`config.mk`:
```
export PLATFORM = sky130hd
export DESIGN_NAME = nfhp_host
export DESIGN_NICKNAME = d
export VERILOG_FILES = /design/src/verilog/nfhp_pkg.sv /design/src/verilog/nfhp_host.sv
export SDC_FILE = /design/constraint.sdc
export NUM_CORES = 1
export LEC_CHECK = 0
export BUFFER_PORTS_ARGS = -buffer_cell sky130_fd_sc_hd__buf_2
export CAP_MARGIN = 20
export CORE_MARGIN = 2
export CORE_UTILIZATION = 24
export CTS_CLUSTER_SIZE = 12
export DETAILED_ROUTE_END_ITERATION = 10
export SKIP_CTS_REPAIR_TIMING = 1
export SYNTH_ARGS = -nofsm -noshare
export SYNTH_HDL_FRONTEND = slang
export SYNTH_SLANG_ARGS = --single-unit
```
`constraint.sdc`:
```
create_clock -name core_clk -period 3.2 [get_ports core_clk]
set_input_delay 0.48 -clock core_clk [delete_from_list [all_inputs] [get_ports core_clk]]
set_output_delay 0.48 -clock core_clk [all_outputs]
set_load 0.05 [all_outputs]
```
`src/verilog/nfhp_pkg.sv`:
```
package nfhp_pkg;
	localparam int CLK_MHZ = 40;
	localparam int WE_LOW_NS = 25;
	localparam int WE_HIGH_NS = 25;
	localparam int WE_LOW_CYC = (WE_LOW_NS * CLK_MHZ + 999) / 1000;
	localparam int WE_HIGH_CYC = (WE_HIGH_NS * CLK_MHZ + 999) / 1000;
	localparam int RD_LOW_NS = 25;
	localparam int RD_LOW_CYC = (RD_LOW_NS * CLK_MHZ + 999) / 1000;
	localparam int ADDR_CYCLES = 5;
	localparam int COL_BITS = 12;
	localparam int ROW_BITS = 17;
	localparam int PAGE_BITS = 6;
	localparam int BLOCK_BITS = 11;
	localparam int PAGE_BYTES = 2112;
	localparam int MAIN_BYTES = 2048;
	localparam int SPARE_BYTES = 64;
	localparam int PAGES_PER_BLOCK = 64;
	localparam int BLOCKS_PER_PLANE = 1024;
	localparam int BLOCKS_TOTAL = 2048;
	localparam int SEGMENT_BYTES = 528;
	localparam logic [3:0] COL_HI_MASK = 4'hf;
	localparam logic [0:0] ROW_TOP_MASK = 1'h1;

	typedef enum logic [1:0] {
		NFHP_OP_CMD,
		NFHP_OP_ADDR,
		NFHP_OP_WRITE,
		NFHP_OP_READ
	} nfhp_op_t;

	typedef struct packed {
		nfhp_op_t op;
		logic [7:0] data;
		logic [COL_BITS-1:0] col;
		logic [ROW_BITS-1:0] row;
	} nfhp_req_t;

	typedef struct packed {
		logic ce_n;
		logic cle;
		logic ale;
		logic we_n;
		logic rd_n;
		logic wp_n;
	} nfhp_pins_t;
endpackage

```
`src/verilog/nfhp_host.sv`:
```
// How it works
// Command bytes go out with command latch high, captured on write rising edge.
// Address bytes go out with address latch high, captured on write rising edge.
// Every byte written is held stable across the write strobe rising edge.
// Chip select driven low for cycles; new ones wait while device busy.
// Device floats bus when deselected; host drives bus only for writes.
// Read bytes are taken while read strobe is low.
// Each read strobe falling edge advances the device column; host counts bytes.
// Write-protect pin driven from a user level; low blocks program and erase.
// Ready/busy is open drain; low means busy, sampled as input.
// A full address is sent as five address-latch write cycles.
// Column goes low byte first; second byte upper nibble is zero.
// Row follows low byte first; fifth byte carries only row bit 16.
// Row bits 6 to 16 form the block number.
// Row bits 0 to 5 form the page within the block.
// A page holds 2112 bytes: 2048 main plus 64 spare.
// Device holds two 2112-byte page registers loaded whole.
// Program works on pages, erase on blocks.
// One erase clears a whole 64-page block.
// Device corrects eight bit errors per 528 bytes internally.
// Array has 1024 blocks per plane, 2048 blocks in all.
// Block zero is usable as shipped.
// Device ignores commands below the supply lockout threshold.
// Device may keep driving data after short read high time.
// Data bytes go with both latches low, filling the page register.
// Host never raises both latch strobes in one write cycle.
module nfhp_host
	import nfhp_pkg::*;
(
	// Clock and reset
	input wire logic core_clk,
	input wire logic rst,
	// User request
	input wire logic req_valid,
	output logic req_ready,
	input wire nfhp_req_t req,
	input wire logic wp_level_n,
	// User answer
	output logic rsp_valid,
	output logic [7:0] rsp_data,
	output logic dev_busy,
	output logic [15:0] read_count,
	// Device pins
	output nfhp_pins_t pins,
	input wire logic [7:0] shared_bus_lines_in,
	output logic [7:0] shared_bus_lines_out,
	output logic [7:0] shared_bus_lines_oe,
	input wire logic ready_busy_in
);
	typedef enum logic [1:0] {ST_IDLE, ST_LOW, ST_HIGH} nfhp_state_t;

	// Strobe counters are four bits wide, so longer phases cannot be served
	if (WE_LOW_CYC < 1 || WE_HIGH_CYC < 1 || RD_LOW_CYC < 1 || WE_LOW_CYC > 16 ||
		WE_HIGH_CYC > 16 || RD_LOW_CYC > 16 || ADDR_CYCLES != 5) begin : g_bad_timing
		$error("nfhp_host: timing constants unusable");
	end

	nfhp_state_t state_q;
	nfhp_op_t op_q;
	logic [2:0] idx_q;
	logic [3:0] cnt_q;
	logic [7:0] byte_q;
	logic [COL_BITS-1:0] col_q;
	logic [ROW_BITS-1:0] row_q;
	logic last_q;

	// address byte order
	function automatic logic [7:0] addr_byte(input logic [2:0] i,
		input logic [COL_BITS-1:0] c, input logic [ROW_BITS-1:0] r);
		case (i)
			3'h0: addr_byte = c[7:0];
			3'h1: addr_byte = {4'h0, c[11:8] & COL_HI_MASK};
			3'h2: addr_byte = r[7:0];
			3'h3: addr_byte = r[15:8];
			3'h4: addr_byte = {7'h00, r[16] & ROW_TOP_MASK};
			default: addr_byte = 8'h00;
		endcase
	endfunction

	// busy is line low
	assign dev_busy = ~ready_busy_in;
	// wait for ready
	assign req_ready = (state_q == ST_IDLE) && ready_busy_in;

	always_ff @(posedge core_clk or posedge rst) begin
		if (rst) begin
			state_q <= ST_IDLE;
			op_q <= NFHP_OP_CMD;
			idx_q <= 3'h0;
			cnt_q <= 4'h0;
			byte_q <= 8'h00;
			col_q <= '0;
			row_q <= '0;
			last_q <= 1'b0;
		end else begin
			case (state_q)
				ST_IDLE: begin
					if (req_valid && req_ready) begin
						op_q <= req.op;
						col_q <= req.col;
						row_q <= req.row;
						idx_q <= 3'h0;
						cnt_q <= 4'h0;
						// five address cycles
						last_q <= (req.op != NFHP_OP_ADDR);
						byte_q <= (req.op == NFHP_OP_ADDR) ?
							addr_byte(3'h0, req.col, req.row) : req.data;
						state_q <= ST_LOW;
					end
				end
				ST_LOW: begin
					if (cnt_q == 4'((op_q == NFHP_OP_READ ? RD_LOW_CYC : WE_LOW_CYC) - 1)) begin
						cnt_q <= 4'h0;
						state_q <= ST_HIGH;
					end else begin
						cnt_q <= cnt_q + 4'h1;
					end
				end
				ST_HIGH: begin
					if (cnt_q == 4'(WE_HIGH_CYC - 1)) begin
						cnt_q <= 4'h0;
						if (last_q) begin
							state_q <= ST_IDLE;
						end else begin
							idx_q <= idx_q + 3'h1;
							byte_q <= addr_byte(idx_q + 3'h1, col_q, row_q);
							last_q <= (idx_q + 3'h1 == 3'(ADDR_CYCLES - 1));
							state_q <= ST_LOW;
						end
					end else begin
						cnt_q <= cnt_q + 4'h1;
					end
				end
				default: state_q <= ST_IDLE;
			endcase
		end
	end

	logic strobe_low;
	logic go;
	logic low_done;
	logic high_done;
	logic enter_low;
	logic busy_d;
	nfhp_op_t op_d;
	assign strobe_low = (state_q == ST_LOW);
	assign go = (state_q == ST_IDLE) && req_valid && req_ready;
	assign low_done = strobe_low &&
		cnt_q == 4'((op_q == NFHP_OP_READ ? RD_LOW_CYC : WE_LOW_CYC) - 1);
	assign high_done = (state_q == ST_HIGH) && cnt_q == 4'(WE_HIGH_CYC - 1);
	// Pins follow the state being entered, so select and latches go active with the strobe fall and stay past its rise
	assign enter_low = go || (strobe_low && !low_done) || (high_done && !last_q);
	assign busy_d = go || strobe_low || ((state_q == ST_HIGH) && !(high_done && last_q));
	assign op_d = go ? req.op : op_q;

	always_ff @(posedge core_clk or posedge rst) begin
		if (rst) begin
			pins <= '{ce_n: 1'b1, cle: 1'b0, ale: 1'b0, we_n: 1'b1, rd_n: 1'b1, wp_n: 1'b0};
		end else begin
			// select only for a running transfer
			pins.ce_n <= !busy_d;
			// command latch alone
			pins.cle <= busy_d && op_d == NFHP_OP_CMD;
			// address latch alone
			pins.ale <= busy_d && op_d == NFHP_OP_ADDR;
			// write strobe pulse
			pins.we_n <= !(enter_low && op_d != NFHP_OP_READ);
			// read strobe pulse
			pins.rd_n <= !(enter_low && op_d == NFHP_OP_READ);
			// write protect
			pins.wp_n <= wp_level_n;
		end
	end

	// drive only on writes
	assign shared_bus_lines_out = byte_q;
	assign shared_bus_lines_oe = {8{state_q != ST_IDLE && op_q != NFHP_OP_READ}};

	// read capture and count
	always_ff @(posedge core_clk or posedge rst) begin
		if (rst) begin
			rsp_valid <= 1'b0;
			rsp_data <= 8'h00;
			read_count <= 16'h0000;
		end else begin
			rsp_valid <= 1'b0;
			if (strobe_low && op_q == NFHP_OP_READ && cnt_q == 4'(RD_LOW_CYC - 1)) begin
				rsp_valid <= 1'b1;
				rsp_data <= shared_bus_lines_in;
				read_count <= read_count + 16'h0001;
			end
		end
	end

	AST_NO_DUAL_LATCH: assert property (@(posedge core_clk) disable iff (rst)
		!(pins.cle && pins.ale)) else $error("both latches high");
	AST_CMD_WITH_CLE: assert property (@(posedge core_clk) disable iff (rst)
		$rose(pins.we_n) && $past(op_q) == NFHP_OP_CMD |-> pins.cle && $past(pins.cle))
		else $error("cmd no cle");
	AST_ADDR_WITH_ALE: assert property (@(posedge core_clk) disable iff (rst)
		$rose(pins.we_n) && op_q == NFHP_OP_ADDR |-> pins.ale && $past(pins.ale))
		else $error("addr no ale");
	AST_DATA_STABLE: assert property (@(posedge core_clk) disable iff (rst)
		$rose(pins.we_n) |-> $stable(shared_bus_lines_out)) else $error("data moved");
	AST_IDLE_BUS_FREE: assert property (@(posedge core_clk) disable iff (rst)
		state_q == ST_IDLE |-> shared_bus_lines_oe == 8'h00) else $error("bus driven idle");
	AST_START_READY: assert property (@(posedge core_clk) disable iff (rst)
		state_q == ST_IDLE && !ready_busy_in |=> pins.ce_n) else $error("select while busy");
	AST_COL_HI_ZERO: assert property (@(posedge core_clk) disable iff (rst)
		op_q == NFHP_OP_ADDR && state_q == ST_LOW && idx_q == 3'h1 |->
		byte_q[7:4] == 4'h0) else $error("col hi nibble");
	AST_ROW_TOP_ONLY: assert property (@(posedge core_clk) disable iff (rst)
		op_q == NFHP_OP_ADDR && state_q == ST_LOW && idx_q == 3'h4 |->
		byte_q[7:1] == 7'h00) else $error("row top byte");
	AST_FIVE_ADDR: assert property (@(posedge core_clk) disable iff (rst)
		state_q != ST_IDLE && op_q == NFHP_OP_ADDR |-> idx_q < 3'h5) else $error("addr count");
	AST_READ_COUNT: assert property (@(posedge core_clk) disable iff (rst)
		rsp_valid |-> read_count == $past(read_count) + 16'h0001) else $error("count");
	AST_WP_FOLLOW: assert property (@(posedge core_clk) disable iff (rst)
		##1 pins.wp_n == $past(wp_level_n)) else $error("wp");

	COV_CMD: cover property (@(posedge core_clk) disable iff (rst)
		req_valid && req_ready && req.op == NFHP_OP_CMD);
	COV_ADDR_DONE: cover property (@(posedge core_clk) disable iff (rst)
		op_q == NFHP_OP_ADDR && idx_q == 3'h4 && state_q == ST_HIGH);
	COV_READ: cover property (@(posedge core_clk) disable iff (rst) rsp_valid);
	COV_BUSY_WAIT: cover property (@(posedge core_clk) disable iff (rst)
		req_valid && !ready_busy_in);
endmodule

```
## After elaboration in Yosys (flattened, before gate mapping)

Index checks and enable logic that the tools add are counted.

- Flip-flop bits (word level): 80
- Word-level logic and storage cells: 102
- Bits of input ports: 52
- Output and inout port bits: 49

- Muxes and demuxes: 24
- Add/subtract/negate cells: 3
- Equality and inequality tests: 17
- Bitwise logic cells: 1
- Reduce and logical (&&, ||, !) cells: 40

Operator list:

| operator | count |
|---|---|
| $pmux 8 s5 | 1 |
| $mux 8 | 4 |
| $logic_and 1x1->1 | 17 |
| $add 16x1->16 const B | 1 |
| $pmux 8 s2 | 1 |
| $mux 3 | 3 |
| $mux 2 | 4 |
| $mux 4 | 2 |
| $ne 2x2->1 const B | 4 |
| $pmux 4 s2 | 1 |
| $eq 2x1->1 const B | 3 |
| $eq 2x2->1 const B | 3 |
| $eq 3x2->1 const B | 2 |
| $logic_not 1->1 | 6 |
| $ne 2x1->1 const B | 3 |
| $pmux 2 s3 | 1 |
| $pmux 3 s2 | 1 |
| $reduce_and 3->1 | 2 |
| $reduce_bool 2->1 | 3 |
| $mux 1 | 5 |
| $add 4x1->4 const B | 1 |
| $logic_not 2->1 | 2 |
| $logic_not 4->1 | 1 |
| $logic_or 1x1->1 | 4 |
| other kinds (9) | 10 |

## Depth between registers and ports, before layout

Gate-level depths: netlist of the first run.

- Word-level depth: 8
- Gate-level depth with buffers: 8
- Mapped depth without buffers: 6

## Worst setup path before layout of the first run

OpenSTA, ideal clock, no wires.

- Path type: register to output
- Start: register state_q[0]
- End: output port shared_bus_lines_oe[1]
- Stages on the path, launching flop included: 5
- Buffers on the path: 1
- Arrival time: 2080 ps
- Setup slack: 640 ps
- Cell sequence: dfrtp_1 -> inv_1 -> ha_1 -> a21oi_1 -> buf_4

- Word-level cells in the longest chain between the ends: 2

RTL lines:

| element | RTL line | source |
|---|---|---|
| start, declared | nfhp_host.sv:58 | `nfhp_state_t state_q;` |
| start signal, assigned | nfhp_host.sv:87 | `state_q <= ST_IDLE;` |
| start signal, assigned | nfhp_host.sv:108 | `state_q <= ST_LOW;` |
| start signal, assigned | nfhp_host.sv:114 | `state_q <= ST_HIGH;` |
| $reduce_bool 2->1 | nfhp_host.sv:177 | `assign shared_bus_lines_oe = {8{state_q != ST_IDLE && op_q != NFHP_OP_READ}};` |
| $logic_and 1x1->1 | nfhp_host.sv:177 |  |
| end, declared | nfhp_host.sv:47 | `output logic [7:0] shared_bus_lines_oe,` |

Every way passes these cells.

## Worst setup path after layout of the first run

- Start: register state_q[0]
- End: output port shared_bus_lines_oe[3]

Same word-level chain as after synthesis.

==> results of run 1 <==
[metal layers]
metal  vias to the layer above  share of wire  global-route usage
met2                        94           0.48               0.197
li1                       1469              -                   -
met4                         0         0.0072              0.0348
met3                         5          0.059              0.0402
met1                      1491           0.46               0.158
met5                         -              0                   0
[area by class of cell]
cell class / count / area (um^2) / area share
clock buffers: 10 / 239 / 0.0498
clock inverters: 6 / 35.0 / 0.00730
inverters: 10 / 38.8 / 0.00809
multi-input cells: 263 / 1660 / 0.345
flip-flops and latches: 80 / 2010 / 0.418
well taps: 216 / 270 / 0.0564
repair buffers: 105 / 551 / 0.115
[power by group]
part | internal (mW) | switching, mW | total, mW
sequential | 1.36 | 0.208 | 1.56
combinational | 0.544 | 1.41 | 1.95
clock | 0.540 | 0.412 | 0.952
[metrics by stage]
step | setup slack (ns) | area [um^2]
6_report | 0.843 | 4800
5_1_grt | 0.617 | 4800
4_1_cts | 0.798 | 4800
3_5_place_dp | 0.932 | 4520
3_3_place_gp | 1.04 | 4520
2_1_floorplan | 0.640 | 3820
[worst max-delay path, delay by kind of cell, from the launching register on]
kind | cells | cell delay, ns
AOI/OAI and AO/OA | 1 | 0.39
adders and majority gates | 1 | 0.31
buffers and inverters | 2 | 0.43
DFF | 1 | 0.41
[flip-flops by register name, summed over array words and instances, names as in the netlist]
name                  cells
row_q                    17
read_count               16
col_q                    12
rsp_data                  8
shared_bus_lines_out      8
pins                      6
cnt_q                     4
idx_q                     3
op_q                      2
state_q                   2
last_q                    1
rsp_valid                 1
[path summary, 6_finish.rpt]
path | startpoint | to | slack (ns) | cells after the start
worst max-delay path | state_q[0] | shared_bus_lines_oe[3] | 0.84 | 4
worst min-delay path | rst | pins[0] | 0.20 | 2
worst max register to register | state_q[0] | shared_bus_lines_out[6] | 0.91 | 6
worst min register to register | col_q[8] | col_q[8] | 0.48 | 2
max in group asynchronous | rst | pins[2] | 2.27 | 3
min in group core_clk | wp_level_n | pins[0] | 0.24 | 1
[cells by family (layout without fill, tap and decap cells)]
| logic type | after synthesis | after routing | share of synthesized area |
|---|---|---|---|
| buffers and inverters | 32 | 131 | 0.0413 |
| muxes | 24 | 24 | 0.0675 |
| AOI/OAI and AO/OA | 51 | 51 | 0.0963 |
| and+or+nand+nor | 160 | 160 | 0.194 |
| adders and majority gates | 12 | 12 | 0.0393 |
| xor gates and xnor gates | 16 | 16 | 0.0367 |
| DFF | 80 | 80 | 0.525 |
[layout by cell type, fill, tap and decap left out, types with 9 or more instances in the layout]
cell | netlist | routed
a21oi_1 | 13 | 13
buf_2 | 0 | 100
clkbuf_16 | 0 | 9
dfrtp_1 | 77 | 77
ha_1 | 12 | 12
inv_1 | 10 | 9
mux2_1 | 10 | 10
mux2i_1 | 10 | 10
nand2_1 | 104 | 104
nand3_1 | 10 | 10
nor2_1 | 14 | 14
==> flow_summary.ini, run 1 <==
[outcome]
outcome = finished clean

[sta]
setup_violations = 0
tightestPinTransition_ns = 0.659
rsz0062_at_grt = no
holdWs_ns = 0.198
report.final.slew_viol_count = 0
timing.final.crit_period_ns = 2.36
post-route-period-util = 0.737
max_freq_mhz = 424
final.setup.tns_ns = 0
hold_viol = 0
fin_skew_ns = 0.00536
slew_headroom = 0.561

[cts]
numCtsBuffers = 9
ctsHtreeMaxLevel = 3
clk_pin_slew_worst_paths_ns = 0.06
cts_root_buf = clkbuf_16
insertion_delay_ns = 0.34
cts_max_path_buffers = 2
cts_sinks = 80
tritoncts = yes

[worst_setup_path]
crit_type = reg -> out
cpPeakStageDelay_ns = 0.41
worst_path_max_delay_cell = dfrtp_1
startpoint_type = register
required_ns = 2.72
end_kind = output port
worstPathArrival_ns = 1.88
crit_chain = inv_1, ha_1, a21oi_1, buf_2
cp_max_fo = 9

[die]
die_w_um = 130
ios = 101
core_area_um2 = 15700
rows = 46
die-area_um2 = 16900
die_h_um = 130
initial_core_util = 0.243

[grt]
grt.total_usage = 0.122
antenna_found_initial = 0
grt_overflow_total = 0
grt_pass1_vias = 3137
grt_pass1_wl_um = 16000
grt_max_degree = 46

[power]
p_total_mw = 4.47
power_density_nw_per_um2 = 931
leakage_nw = 2.38
ir_drop_v = 0.000662

[yosys]
synth_edf_count = 0
synthesis.nets = 439
yosysWarnings = 0
synth_area_leaders = dfrtp_1 (50%), nand2_1 (10%), ha_1 (3.9%)
synth_top_area_cell = dfrtp_1
ys_top_cells_by_count = nand2_1 (104), dfrtp_1 (77), nor2_1 (14)
synth_seq_area_share = 0.525
netlist_area_um2 = 3820
synth_cell_types = 47
ys_ff_latch = 80
synth_top_area_frac = 0.504
ys_async_sr_fraction = 1.00
synth_cells = 375
ys.flop_type = dfrtp_1
synth_most_common_cell = nand2_1
post_synth.cell_area_avg_um2 = 10.2

[layout]
drive_gt1_frac = 0.289
antenna_cells = 0
fin_util = 0.305
nNetsFinal = 533
area_growth_pct = 25.5
fillCellCount = 1654
finalNonFillerCells = 690

[detailed_routing]
first_iter_violations = 174
dr.pass1.iters = 4
drc = 0
viasPerCell = 4.43
antenna_left = 0
vias = 3059
wirelength_um = 9690
wl_per_cell_um = 14.0

[worst_hold_path]
hp-class = in -> async

[placed_design]
port_buffers = 100
dp_hpwl_um = 7080
place_congestion = 0.776
dp_cells = 674

[run]
cap_violations = 0
Power figures use the tool's default switching activity.
==> run 2, diff against run 1 <==
Clock period 3.2 ns to 2.35 ns, I/O delays scaled along.
==> run 2 against run 1 <==
Critical path depth up 1. Flip-flop and latch count unchanged. Sequential share of layout area down 0.77 points. Highest routed layer unchanged.
==> flow_summary.ini, run 2 (synthesized netlist as in run 1, its figures left out) <==
[worst_setup_path]
end_kind = register
cp_max_fo = 14
worst_path_max_delay_cell = or3b_1
crit_chain = inv_1, ha_1, or3b_1, nor2_4, mux2_1
crit_path_start = cnt_q[0]
worstReg2RegEnd = rsp_data[3]
startpoint_type = register
worstPathArrival_ns = 2.37
reg2reg_from = cnt_q[0]
crit_type = reg -> reg
cpPeakStageDelay_ns = 0.57
required_ns = 2.57
rrSetupSlack_ns = 0.20
ff2ff_path_depth = 5

[die]
ios = 101
initial_core_util = 0.243
die_w_um = 130
rows = 46
die-area_um2 = 16900
die_h_um = 130
core_area_um2 = 15700

[sta]
post-route-period-util = 0.917
fin_skew_ns = 0.00382
setup_violations = 0
slew_headroom = 0.691
report.final.slew_viol_count = 0
max_freq_mhz = 464
final.setup.tns_ns = 0
tightestPinTransition_ns = 0.461
hold_viol = 0
timing.final.crit_period_ns = 2.15
timing.final.ws_setup_ns = 0.196
rsz0062_at_grt = no

[detailed_routing]
dr.pass1.iters = 4
antenna_left = 0
wl_per_cell_um = 13.9
drc = 0
first_iter_violations = 193
wirelength_um = 9700
vias = 3020
viasPerCell = 4.34

[worst_hold_path]
hp-class = in -> reg
hold-path-cell-count = 1
holdCritStartpoint = wp_level_n
hold_end = pins[0]

[grt]
grt_max_degree = 75
grt_pass1_vias = 3086
grt_overflow_total = 0
grt.total_usage = 0.121
grt_pass1_wl_um = 15800
antenna_found_initial = 0

[placed_design]
post-place-ws_ns = 0.194
place_congestion = 0.828
placedInstanceArea_um2 = 4580
dp_cells = 679
port_buffers = 100
dp_hpwl_um = 7040

[layout]
finalNonFillerCells = 696
layout_commonest_cell = nand2_1
nNetsFinal = 539
area_growth_pct = 27.9
drive_gt1_frac = 0.296
top_register = row_q
largest_register_ffs = 17
layout_common_cells = nand2_1 (104), buf_2 (100), dfrtp_1 (77), nor2_1 (14)
antenna_cells = 0
fillCellCount = 1637
top_regs = row_q x17, read_count x16, col_q x12
fin_area_um2 = 4890

[run]
cap_violations = 0

[cts]
tritoncts = yes
cts_root_buf = clkbuf_16
insertion_delay_ns = 0.34
cts_sinks = 80
numCtsBuffers = 9
cts_max_path_buffers = 2
clk_pin_slew_worst_paths_ns = 0.06
ctsHtreeMaxLevel = 3

[power]
ir_drop_v = 0.000844
leakage_nw = 2.42
power_density_nw_per_um2 = 1280

[outcome]
outcome = finished clean
==> run 2: cell types whose count changed in the layout (fill, tap and decap cells not counted), sizes merged <==
cell	change
buf	+5
inv	+1
clkinv	-2
bufinv	+1
dlygate4sd3	+1
==> run 2: layout make-up <==
| class | instances | area [um^2] | area share |
|---|---|---|---|
| Clock buffer | 10 | 229 | 0.0469 |
| Clock inverter | 6 | 68.8 | 0.0141 |
| Inverter | 10 | 41.3 | 0.00845 |
| Multi-Input combinational cell | 263 | 1660 | 0.340 |
| Sequential cell | 80 | 2010 | 0.410 |
| Tap cell | 216 | 270 | 0.0553 |
| Timing Repair Buffer | 111 | 611 | 0.125 |
==> run 2: layer usage <==
metal | track usage | share of wire | up-vias
li1 | - | - | 1480
met1 | 0.161 | 0.47 | 1433
met2 | 0.187 | 0.45 | 93
met3 | 0.0394 | 0.062 | 14
met4 | 0.0417 | 0.014 | 0
met5 | 0 | 0 | -
==> run 2: how the worst max path moves through the flow <==
stage | cells past startpoint | end | slack, ns
CTS | 5 | rsp_data[3] | 0.17
floorplan | 4 | shared_bus_lines_oe[1] | 0.38
finish | 5 | rsp_data[3] | 0.20
detailed placement | 5 | rsp_data[3] | 0.19
global route | 6 | read_count[10] | 0.05
global placement | 6 | read_count[15] | 0.29
==> run 2: metrics by stage <==
step	total power, mW	utilization	hold slack [ns]
after floorplan	4.27	-	0.384
after global placement	4.80	0.291	0.272
after detailed placement	4.88	0.291	0.279
after CTS	6.33	0.310	-0.0942
after global routing	6.67	0.311	0.103
final	6.26	0.311	0.112
==> run 2: report_power, final <==
group	switching, mW	internal, mW
clock	0.581	0.828
combinational	1.93	0.784
sequential	0.286	1.85
total	2.80	3.46
==> run 2: critical path: cells and delay by family, from the launching register on <==
kind | cells | cell delay (ns)
adder cells (fa/ha/maj) | 1 | 0.17
buffers and inverters | 1 | 0.08
flip-flops | 1 | 0.41
multiplexers | 1 | 0.38
AND/OR/NAND/NOR | 2 | 0.99
==> run 3, diff against run 2 <==
Settings changed: RECOVER_POWER set to 50.
==> run 3 against run 2 <==
Clock power about the same. Die area did not move. Fmax grew 0.36%. Setup slack improved by 0.0076 ns.
==> flow_summary.ini, run 3 (synthesized netlist as in run 1, its figures left out) <==
[layout]
top_register = row_q
drive_gt1_frac = 0.248
layout_commonest_cell = nand2_1
regArea_um2 = 2010
multi_input_area_um2 = 1660
largest_register_ffs = 17
area_growth_pct = 26.8
fillCellCount = 1651
antenna_cells = 0
layout_common_cells = nand2_1 (104), dfrtp_1 (77), buf_2 (77), clkbuf_1 (24), nor2_1 (14)
top_regs = row_q x17, read_count x16, col_q x12
nNetsFinal = 539

[worst_setup_path]
cp_max_fo = 14
worstPathArrival_ns = 2.37
crit_chain = inv_1, ha_1, or3b_1, nor2_4, mux2_1
worst_path_max_delay_cell = or3b_1
end_kind = register
cp.depth = 5
ff2ff_path_depth = 5
startpoint_type = register
path_delay_family = simple AND/OR/NAND/NOR gates
critPathBufInv = 1
crit_type = reg -> reg
cpPeakStageDelay_ns = 0.56
required_ns = 2.57

[die]
core_area_um2 = 15700
ios = 101
initial_core_util = 0.243
rows = 46
die-area_um2 = 16900
die_h_um = 130
die_w_um = 130

[sta]
holdWs_ns = 0.112
timing.final.crit_period_ns = 2.15
hold_viol = 0
slew_headroom = 0.308
rsz0062_at_grt = no
post-route-period-util = 0.913
max_freq_mhz = 466
fin_skew_ns = 0.00391
setup_violations = 0
report.final.slew_viol_count = 0
final.setup.tns_ns = 0
tightestPinTransition_ns = 1.04

[worst_hold_path]
hp-class = in -> reg
hold-path-cell-count = 1

[detailed_routing]
viasPerCell = 4.33
first_iter_violations = 192
dr.pass1.iters = 4
wl_per_cell_um = 14.0
antenna_left = 0
wirelength_um = 9720
vias = 3014
drc = 0

[placed_design]
place_congestion = 0.828
port_buffers = 100
dp_hpwl_um = 7040

[grt]
antenna_found_initial = 0
grt.total_usage = 0.121
grt_pass1_vias = 3086
grt_overflow_total = 0
grt_pass1_wl_um = 15800
grt_max_degree = 75

[cts]
cts_root_buf = clkbuf_16
cts_max_path_buffers = 2
ctsHtreeMaxLevel = 3
numCtsBuffers = 9
insertion_delay_ns = 0.34
tritoncts = yes
cts_sinks = 80
clk_pin_slew_worst_paths_ns = 0.06

[power]
power_density_nw_per_um2 = 1280
leakage_nw = 2.34
ir_drop_v = 0.000844

[outcome]
outcome = finished clean

[run]
cap_violations = 0
-- run 3: cell types whose count changed in the layout (fill, tap and decap cells not counted), sizes merged --
cell / before / now
buf: 110 / 86
clkbuf: 10 / 34
-- run 3: layer usage --
metal  up-vias  share of wire  wire length [um]  GRT usage
li1       1481              -                 -          -
met1      1437           0.47              4610      0.161
met2        82           0.45              4410      0.187
met3        14          0.058               562     0.0394
met4         0          0.014               140     0.0417
met5         -              0                 0          0
-- run 3: final timing paths --
| check | to | from | slack, ns |
|---|---|---|---|
| max in group asynchronous | row_q[14] | rst | 0.54 |
| max reg2reg | rsp_data[3] | cnt_q[0] | 0.20 |
| min in group asynchronous | pins[0] | rst | 0.49 |
| max | rsp_data[3] | cnt_q[0] | 0.20 |
| min | pins[0] | wp_level_n | 0.11 |
| min reg2reg | col_q[6] | col_q[6] | 0.48 |
-- run 3: final cells by class --
| class | count | area share |
|---|---|---|
| multi-input cells | 263 | 0.343 |
| clock buffers | 10 | 0.0473 |
| repair buffers | 111 | 0.118 |
| inverters | 10 | 0.00801 |
| flip-flops and latches | 80 | 0.414 |
| clock inverters | 6 | 0.0142 |
| well taps | 216 | 0.0558 |
-- run 3: power by group --
group	total, mW	switching, mW	internal (mW)	leakage (nW)
Clock	1.41	0.581	0.828	0.143
Sequential	2.14	0.288	1.85	1.01
Combinational	2.67	1.93	0.741	1.19
-- run 3: through the flow --
step / power [mW] / setup WS [ns] / utilization / instances / area [um^2]
after global placement: 4.80 / 0.286 / 0.291 / 679 / 4580
final: 6.21 / 0.204 / 0.308 / 696 / 4840
after global routing: 6.63 / 0.0452 / 0.308 / 696 / 4840
after floorplan: 4.27 / 0.377 / - / 375 / 3830
after CTS: 6.33 / 0.169 / 0.310 / 695 / 4880
after detailed placement: 4.88 / 0.194 / 0.291 / 679 / 4580
